File: src/core/cantc_defines.vh
`ifndef CANTC_DEFINES_VH
`define CANTC_DEFINES_VH
`define CANTC_ADDR_XMIT_CTL 16'hFFB1
`define CANTC_ADDR_TIMING_LO 16'hFFB9
`define CANTC_ADDR_TIMING_HI 16'hFFBA
`define CANTC_XMIT_CTL_RESET 8'h00
`define CANTC_TIMING_LO_RESET 8'h18
`define CANTC_TIMING_HI_RESET 8'h0E
`define CANTC_FLAGS_RESET 2'h0
`define CANTC_BIT_RESET 1'h0
`define CANTC_RESERVED_BIT 1'h0
`define CANTC_RECESSIVE 1'h1
`define CANTC_SAMPLE_IDLE 2'h3
`define CANTC_RDATA_RESET 8'h00
`define CANTC_QCLK_RESET 8'h00
`define CANTC_UPPER_PRESCALER_OFF 2'h0
`define CANTC_PRESCALER_LOW_MSB 5
`define CANTC_TIMING_FIELD_MSB 3
`define CANTC_BIT_RQ0 0
`define CANTC_BIT_RQ1 1
`define CANTC_BIT_AB0 2
`define CANTC_BIT_AB1 3
`define CANTC_BIT_CP0 4
`define CANTC_BIT_CP1 5
`define CANTC_BIT_PRIO 7
`define CANTC_BIT_LISTEN 4
`define CANTC_BIT_TRIPLE 5
`define CANTC_BIT_SOF_CLR 6
`define CANTC_BIT_QRES 7
`define CANTC_RX_MSG4 4'h4
`define CANTC_QUANTUM_CLKS 2
`endif

File: src/core/cantc_transmit_control.v
// Functional notes
// - listen-only set: transmit line never driven; clear: normal operation.
// - listen-only mode sends no acknowledge, error frame or message.
// - listen-only mode freezes both error counters.
// - sampling select 0 samples once; 1 takes majority of three samples.
// - frame-start clear set and mode selected: message 4 reception clears flag enable.
// - resolution select 0: one quantum is two clocks, upper prescaler bits ignored.
// - both pending: priority bit picks buffer; single request ignores it.
// - transmit control resets to zero; bit 6 reads 0; completion flags read-only.
// - writing 1 requests transmission, 0 ignored; read shows buffer occupied.
// - request cleared only on error-free finish, completed abort or init request.
// - errored transmission keeps request set and retries.
// - request bits sampled just before frame start; set order irrelevant.
// - writing 1 requests abort, 0 ignored; read 1 means abort pending.
// - abort bit clears together with its request bit.
// - abort never cuts short a frame already on the bus.
// - completion cleared for abort before arbitration, abort with lost arbitration or error, or error after init request.
// - abort during a frame that then succeeds sets completion flag.
// - completion flags updated at end of each successful or aborted transmission and each errored one after init request; retried ones leave them.
// - init request clears request and abort bits; running frame not retried.
`timescale 1ns/1ps
`include "cantc_defines.vh"
module cantc_transmit_control (
	input wire clk,
	input wire rst_n,
	input wire [15:0] sfr_addr,
	input wire sfr_wr,
	input wire sfr_rd,
	input wire [7:0] sfr_wdata,
	output reg [7:0] sfr_rdata,
	input wire init_request,
	input wire init_confirmed,
	input wire frame_start_ok,
	output reg frame_start,
	output reg frame_buffer,
	input wire arb_started,
	input wire arb_lost,
	input wire frame_done_ok,
	input wire frame_done_err,
	input wire bus_error,
	input wire ack_slot,
	input wire [3:0] rx_msg_index,
	input wire rx_msg_stored,
	input wire frame_start_source_sel,
	input wire sample_tick,
	input wire rx_line,
	input wire tx_bit,
	input wire tx_bit_en,
	input wire [7:0] quantum_prescaler,
	output reg tx_line,
	output reg rx_sampled,
	output reg frame_start_flag_clr,
	output reg err_count_en,
	output reg [7:0] quantum_clocks,
	output reg listen_only_sel,
	output reg triple_sample_sel,
	output reg quantum_resolution_sel
);
	localparam ST_IDLE = 3'h1;
	localparam ST_ARB = 3'h2;
	localparam ST_FRAME = 3'h4;
	reg [2:0] state;
	reg [2:0] next_state;
	reg [1:0] tx_request;
	reg [1:0] tx_abort;
	reg [1:0] tx_complete;
	reg tx_priority_sel;
	reg [7:0] bit_timing_ctl_lo;
	reg frame_start_clear_ctl;
	reg [3:0] bit_timing_hi_low;
	reg cur_buf;
	reg no_retry;
	reg [1:0] triple_sample_sel_hist;
	reg [1:0] next_request;
	reg [1:0] next_abort;
	reg [1:0] next_complete;
	reg pick;
	wire [7:0] xmit_ctl_value;
	wire [7:0] timing_hi_value;
	wire xmit_ctl_sel;
	wire timing_lo_sel;
	wire timing_hi_sel;
	wire xmit_ctl_wr;
	wire timing_wr_ok;
	wire timing_lo_wr;
	wire timing_hi_wr;
	wire [1:0] wr_request;
	wire [1:0] wr_abort;
	wire done_any;
	wire start_now;
	wire majority;
	wire listen_block;
	wire sof_hit;

	// register address decode
	assign xmit_ctl_sel = (sfr_addr == `CANTC_ADDR_XMIT_CTL);
	assign timing_lo_sel = (sfr_addr == `CANTC_ADDR_TIMING_LO);
	assign timing_hi_sel = (sfr_addr == `CANTC_ADDR_TIMING_HI);

	// read images
	assign xmit_ctl_value = {tx_priority_sel, `CANTC_RESERVED_BIT, tx_complete, tx_abort, tx_request};
	assign timing_hi_value = {quantum_resolution_sel, frame_start_clear_ctl, triple_sample_sel,
		listen_only_sel, bit_timing_hi_low};

	// write strobes; init mode blocks transmit control writes
	assign xmit_ctl_wr = sfr_wr && xmit_ctl_sel && !init_request;
	assign timing_wr_ok = sfr_wr && init_request && init_confirmed;
	assign timing_lo_wr = timing_wr_ok && timing_lo_sel;
	assign timing_hi_wr = timing_wr_ok && timing_hi_sel;
	assign wr_request = sfr_wdata[`CANTC_BIT_RQ1:`CANTC_BIT_RQ0];
	assign wr_abort = sfr_wdata[`CANTC_BIT_AB1:`CANTC_BIT_AB0];

	// frame events
	assign done_any = frame_done_ok || frame_done_err || arb_lost;
	assign start_now = (state == ST_IDLE) && (next_state == ST_ARB);

	// transmit line gate
	assign listen_block = listen_only_sel || !tx_bit_en;

	// frame-start flag clear cause
	assign sof_hit = frame_start_clear_ctl && frame_start_source_sel && rx_msg_stored &&
		(rx_msg_index == `CANTC_RX_MSG4);

	// vote over two stored samples and the current one
	assign majority = (triple_sample_sel_hist[0] & triple_sample_sel_hist[1]) | (triple_sample_sel_hist[0] & rx_line) |
		(triple_sample_sel_hist[1] & rx_line);

	// buffer choice
	always @* begin
		if (tx_request[0] && tx_request[1])
			pick = tx_priority_sel;
		else
			pick = tx_request[1];
	end

	// next flags and state
	always @* begin
		next_state = state;
		next_request = tx_request;
		next_abort = tx_abort;
		next_complete = tx_complete;
		case (state)
			ST_IDLE: begin
				if (tx_abort[0] && tx_request[0]) begin
					next_request[0] = 1'b0;
					next_abort[0] = 1'b0;
					next_complete[0] = 1'b0;
				end
				if (tx_abort[1] && tx_request[1]) begin
					next_request[1] = 1'b0;
					next_abort[1] = 1'b0;
					next_complete[1] = 1'b0;
				end
				if (frame_start_ok && !listen_only_sel && !init_request && (tx_request != `CANTC_FLAGS_RESET) &&
					!(tx_abort[pick]))
					next_state = ST_ARB;
			end
			ST_ARB: begin
				if (arb_lost || frame_done_err)
					next_state = ST_IDLE;
				else if (arb_started)
					next_state = ST_FRAME;
			end
			ST_FRAME: begin
				if (frame_done_ok || frame_done_err)
					next_state = ST_IDLE;
			end
			default: next_state = ST_IDLE;
		endcase
		if ((state != ST_IDLE) && done_any) begin
			if (frame_done_ok) begin
				next_request[cur_buf] = 1'b0;
				next_abort[cur_buf] = 1'b0;
				next_complete[cur_buf] = 1'b1;
			end else if (tx_abort[cur_buf]) begin
				next_request[cur_buf] = 1'b0;
				next_abort[cur_buf] = 1'b0;
				next_complete[cur_buf] = 1'b0;
			end else if (no_retry && frame_done_err) begin
				next_complete[cur_buf] = 1'b0;
			end
			// otherwise request stays set for retry
		end
		// software set applied after the frame-end clears so a new request wins over a clear
		if (xmit_ctl_wr) begin
			next_abort = next_abort | (wr_abort & (next_request | wr_request));
			next_request = next_request | wr_request;
		end
		if (init_request) begin
			next_request = `CANTC_FLAGS_RESET;
			next_abort = `CANTC_FLAGS_RESET;
		end
	end

	// transfer state
	always @(posedge clk) begin
		if (!rst_n) begin
			state <= ST_IDLE;
		end else begin
			state <= next_state;
		end
	end

	// request, abort and completion flags
	always @(posedge clk) begin
		if (!rst_n) begin
			tx_request <= `CANTC_FLAGS_RESET;
			tx_abort <= `CANTC_FLAGS_RESET;
			tx_complete <= `CANTC_FLAGS_RESET;
		end else begin
			tx_request <= next_request;
			tx_abort <= next_abort;
			tx_complete <= next_complete;
		end
	end

	// priority bit
	always @(posedge clk) begin
		if (!rst_n) begin
			tx_priority_sel <= `CANTC_BIT_RESET;
		end else if (xmit_ctl_wr) begin
			tx_priority_sel <= sfr_wdata[`CANTC_BIT_PRIO];
		end
	end

	// low bit-timing register
	always @(posedge clk) begin
		if (!rst_n) begin
			bit_timing_ctl_lo <= `CANTC_TIMING_LO_RESET;
		end else if (timing_lo_wr) begin
			bit_timing_ctl_lo <= sfr_wdata;
		end
	end

	// high bit-timing register
	always @(posedge clk) begin
		if (!rst_n) begin
			{quantum_resolution_sel, frame_start_clear_ctl, triple_sample_sel, listen_only_sel,
				bit_timing_hi_low} <= `CANTC_TIMING_HI_RESET;
		end else if (timing_hi_wr) begin
			quantum_resolution_sel <= sfr_wdata[`CANTC_BIT_QRES];
			frame_start_clear_ctl <= sfr_wdata[`CANTC_BIT_SOF_CLR];
			triple_sample_sel <= sfr_wdata[`CANTC_BIT_TRIPLE];
			listen_only_sel <= sfr_wdata[`CANTC_BIT_LISTEN];
			bit_timing_hi_low <= sfr_wdata[`CANTC_TIMING_FIELD_MSB:0];
		end
	end

	// frame start pulse and buffer index
	always @(posedge clk) begin
		if (!rst_n) begin
			cur_buf <= `CANTC_BIT_RESET;
			frame_start <= `CANTC_BIT_RESET;
			frame_buffer <= `CANTC_BIT_RESET;
		end else begin
			frame_start <= start_now;
			if (start_now)
				cur_buf <= pick;
			frame_buffer <= start_now ? pick : cur_buf;
		end
	end

	// no retry after init request during a frame
	always @(posedge clk) begin
		if (!rst_n) begin
			no_retry <= `CANTC_BIT_RESET;
		end else if (state == ST_IDLE) begin
			no_retry <= `CANTC_BIT_RESET;
		end else if (init_request) begin
			no_retry <= 1'h1;
		end
	end

	// register reads
	always @(posedge clk) begin
		if (!rst_n) begin
			sfr_rdata <= `CANTC_RDATA_RESET;
		end else if (sfr_rd) begin
			case (sfr_addr)
				`CANTC_ADDR_XMIT_CTL: sfr_rdata <= xmit_ctl_value;
				`CANTC_ADDR_TIMING_LO: sfr_rdata <= bit_timing_ctl_lo;
				`CANTC_ADDR_TIMING_HI: sfr_rdata <= timing_hi_value;
				default: sfr_rdata <= `CANTC_RDATA_RESET;
			endcase
		end
	end

	// sample history
	always @(posedge clk) begin
		if (!rst_n) begin
			triple_sample_sel_hist <= `CANTC_SAMPLE_IDLE;
		end else if (sample_tick) begin
			triple_sample_sel_hist <= {triple_sample_sel_hist[0], rx_line};
		end
	end

	// sampled receive level
	always @(posedge clk) begin
		if (!rst_n) begin
			rx_sampled <= `CANTC_RECESSIVE;
		end else if (sample_tick) begin
			rx_sampled <= triple_sample_sel ? majority : rx_line;
		end
	end

	// transmit line
	always @(posedge clk) begin
		if (!rst_n) begin
			tx_line <= `CANTC_RECESSIVE;
		end else begin
			tx_line <= listen_block ? `CANTC_RECESSIVE : tx_bit;
		end
	end

	// error counter enable
	always @(posedge clk) begin
		if (!rst_n) begin
			err_count_en <= `CANTC_BIT_RESET;
		end else begin
			err_count_en <= bus_error && !listen_only_sel;
		end
	end

	// frame-start flag clear pulse
	always @(posedge clk) begin
		if (!rst_n) begin
			frame_start_flag_clr <= `CANTC_BIT_RESET;
		end else begin
			frame_start_flag_clr <= sof_hit;
		end
	end

	// quantum prescaler as used
	always @(posedge clk) begin
		if (!rst_n) begin
			quantum_clocks <= `CANTC_QCLK_RESET;
		end else if (quantum_resolution_sel) begin
			quantum_clocks <= quantum_prescaler;
		end else begin
			quantum_clocks <= {`CANTC_UPPER_PRESCALER_OFF, quantum_prescaler[`CANTC_PRESCALER_LOW_MSB:0]};
		end
	end
endmodule

File: config.mk
export PLATFORM = sky130hd
export DESIGN_NAME = cantc_transmit_control
export DESIGN_NICKNAME = d
export VERILOG_FILES = /design/src/core/cantc_transmit_control.v
export VERILOG_INCLUDE_DIRS = /design/src /design/src/core
export SDC_FILE = /design/constraint.sdc
export NUM_CORES = 1
export LEC_CHECK = 0
export BUFFER_PORTS_ARGS = -buffer_cell sky130_fd_sc_hd__buf_4
export CORE_MARGIN = 2
export CORE_UTILIZATION = 50
export DETAILED_ROUTE_END_ITERATION = 8
export PLACE_DENSITY = 0.87
export SYNTH_ARGS = -nofsm -noshare
export SYNTH_HDL_FRONTEND = slang
export SYNTH_SLANG_ARGS = --single-unit
File: constraint.sdc
create_clock -name clk -period 2.1 [get_ports clk]
set_input_delay 0.21 -clock clk [delete_from_list [all_inputs] [get_ports clk]]
set_output_delay 0.21 -clock clk [all_outputs]
set_load 0.01 [all_outputs]
==> results.rst <==
.. list-table::
   :header-rows: 1

   * - Metric
     - Value
   * - Quantity of I/O buffers inserted on ports
     - 78
   * - Detailed router's first-iteration violation count
     - about 140
   * - Metal-1 WL
     - between 2 and 3 mm
   * - Per-cell via count in the routed design
     - between 5 and 6
   * - Final worst clock skew
     - ~0.0050 ns
   * - Core region area
     - roughly 4800 um^2
   * - Number of nets at the end of the flow
     - around 400
   * - Slew @ Worst Pin
     - between 0.5 and 0.6 ns
   * - Pre-CTS setup slack
     - a little under 0.2 ns
   * - Proportion of synthesized chip area in sequential cells
     - 41.1%
   * - DR top layer
     - met4
   * - Final TNS setup
     - 0 ns
   * - Maximum root-to-sink buffer count
     - 2
   * - Clock tree root buffer cell
     - clkbuf_8
   * - DRC violation count after routing
     - 0
   * - Cells traversed along the worst timing path
     - buf_4, nand4b_4, or4_4, or3_1, o21ai_2
   * - Number of pins with negative max-slew slack in the final report
     - 0
   * - H-tree depth reported by CTS
     - 2
   * - Unrepaired setup endpoints after global routing
     - no
   * - IR drop worst, VDD
     - 471 uV
   * - Worst hold path class
     - in -> reg
   * - Fmax
     - between 0.6 and 0.7 GHz
   * - Endpoints failing hold
     - 0
   * - Synth Flop Type
     - dfxtp_1
   * - Fraction of final layout cells with drive strength greater than 1
     - a little under a third
   * - Switching component of the power
     - 423 uW
   * - Pin count of the biggest net entering global routing
     - 28
   * - Routed wire length
     - 6.14 mm
   * - Post-synth top area share
     - roughly 40%
   * - Top cells by count, synth
     - 51 x dfxtp_1, 38 x nand2_1, 16 x mux2i_1
   * - Area delta synth->final
     - 29.9%
   * - Power Dens Cells
     - 550 nW/um^2
   * - Internal power
     - ~1400 uW
   * - Die Y
     - between 70 and 80 um
   * - Worst skew pair latency
     - just over 0.3 ns
   * - TritonCTS clock tree
     - done
   * - Kind of end point of the critical path
     - register
   * - Share of total power in sequential cells
     - between 50 and 60%
   * - Arrival @ worst endpoint
     - 1.83 ns
   * - Standard-cell rows
     - 25
   * - Top cells by area in the synthesized netlist
     - dfxtp_1 41%, mux2i_1 6.4%, nand2_1 5.7%, nand3b_1 3.6%, a32oi_1 3.2%
   * - Total overflow reported by the global router
     - 0
   * - Number of unique standard cell types used by synthesis
     - 51
   * - Synth Warn #
     - 0
   * - Count of hold buffers inserted by post-cts repair
     - 0
   * - Number of cells upsized or downsized after cts
     - 0
   * - Synthesized Nets
     - 331
   * - Routed Antenna Nets
     - 0
   * - Initial Utilization
     - a little over half
   * - Comb pwr share
     - 11.1%
   * - PnR worst setup slack
     - 0.514 ns
   * - Number of antenna cells inserted
     - 0
   * - Post-synth design cell area
     - between 2000 and 2500 um^2
   * - Leakage dissipation
     - between 0.001 and 0.0015 uW
   * - Number of antenna violations at the first check in global routing
     - 0
   * - Switching power as a share of total power
     - between 20% and 30%
   * - Cell count after synthesis
     - roughly 280
   * - Final critical delay including setup and external delays
     - about 1.6 ns
   * - Clock share of power
     - 33.7%
   * - Post-CTS setup buffers
     - 0
   * - Run status
     - completed
   * - First-pass DRT Iterations
     - 4
   * - DPL Wire Length
     - ~4.7 mm
   * - Routed WL per cell
     - around 15 um
   * - Max-cap violation count
     - 0
   * - Worst slew margin
     - between 60 and 70%
   * - Vias post-DR
     - between 2000 and 2500
   * - Number of buffers created by CTS
     - 5
   * - Setup crit start kind
     - input pin
   * - Period utilisation layout
     - between 70% and 80%
   * - Most frequently used cell type in the post-synthesis netlist
     - dfxtp_1
   * - Width of the die
     - roughly 74 um
   * - Global-route wire length before repair
     - between 9 and 10 mm
   * - Maximum cell stage delay along the critical path
     - a little under 0.6 ns
   * - Largest fanout of any net on the critical path
     - 8
   * - Final setup violation count
     - 0
   * - Syn avg cell area
     - approximately 9 um^2
   * - Full die area
     - 5550 um^2
   * - Post-layout utilization of the core
     - 67.8%
   * - Routed wl met3
     - between 300 and 400 um
   * - Data required time at the worst endpoint
     - 2.34 ns
   * - Clock transition time at the flip-flop clock pins of the worst setup and hold paths
     - ~0.09 ns
   * - Slowest cell on the critical path
     - or3_1
   * - Routed wire length on met2
     - around 3.0 mm
   * - Dominant cell type by area after synthesis
     - dfxtp_1
   * - Number of storage elements in the synthesis netlist
     - 51
   * - Critical path class
     - in -> reg
   * - Num Clock Sinks
     - 51
   * - Number of enable flip-flop cells after synthesis
     - 0
   * - Via count of the first global-routing pass
     - slightly above 2000
   * - Placer congestion estimate
     - about 0.82
   * - Async SR Flop Fraction
     - 0%
   * - Global-route total usage across every layer
     - between 20% and 30%
   * - Number of placed I/O pins
     - 80
layout by cell type, fill, tap and decap left out, types with 4 or more instances in the layout:
master	instances
nor2b_1	12
nand2b_1	5
nor4_1	4
nand3_1	10
o21ai_0	9
and2_1	8
and3_1	4
buf_4	84
mux2i_1	16
o21ai_2	7
a21oi_1	11
o211ai_1	4
a31oi_1	4
a32oi_1	9
clkbuf_8	6
nand3b_1	12
nand4_1	4
nand2_1	38
dfxtp_1	51
nor2_1	9
flip-flops by register name, indices dropped and copies added, names as in the netlist, 2 cells and up:
signal                  count
tx_abort                    2
triple_sample_sel_hist      2
bit_timing_hi_low           4
tx_request                  2
state                       3
bit_timing_ctl_lo           8
quantum_clocks              8
sfr_rdata                   8
tx_complete                 2
cell type report:
type                    instances  area [um^2]
fillers                       383         1530
clock inverters                 2         16.3
repair buffers                 84          631
clock buffers                   6         82.6
flip-flops and latches         51         1020
multi-input cells             207         1380
inverters                       3         11.3
well taps                      67         83.8
power groups by stage:
| stage | registers (uW) | logic [uW] | clock network [uW] |
|---|---|---|---|
| floorplan | 1010 | 69.1 | 0 |
| global placement | 1000 | 191 | 0 |
| detailed placement | 1000 | 195 | 0 |
| CTS | 981 | 195 | 616 |
| global route | 982 | 212 | 646 |
| finish | 980 | 196 | 598 |
kinds of logic (layout without fill, tap and decap cells):
group / after synthesis / in the layout / synth area share [%]
AO/OA/AOI/OAI: 59 / 59 / 17.1
buffers and inverters: 18 / 95 / 3.32
flip-flops: 51 / 51 / 41.1
multiplexers: 16 / 16 / 6.45
AND/OR/NAND/NOR: 132 / 132 / 32.0
through the flow:
step,instance area (um^2),hold WS (ns),cells,total power (uW)
floorplan,2480,0.286,276,1080
global placement,3130,0.373,412,1190
detailed placement,3130,0.377,412,1200
CTS,3230,0.0403,420,1790
global route,3230,0.0430,420,1840
finish,3230,0.0497,420,1780
worst max-delay path: cells and delay by family:
kind                   cells  cell delay (ns)
AOI/OAI and AO/OA          1             0.19
buffers and inverters      1             0.10
and+or+nand+nor            3             1.32
per-layer routing:
metal  up-vias  global-route usage (%)
li1       1165                       -
met2        89                    35.5
met5         -                       0
met3         5                    4.34
met1      1069                    30.5
met4         0                    5.56
worst paths after layout:
check,from,endpoint,slack (ns),cells past startpoint
max,sfr_addr[2],sfr_rdata[0],0.51,5
min,rx_msg_index[3],frame_start_flag_clr,0.05,2
max reg2reg,state[1],cur_buf,0.56,4
min reg2reg,sfr_rdata[5],sfr_rdata[5],0.46,2
(Power assumes the default switching activity.)
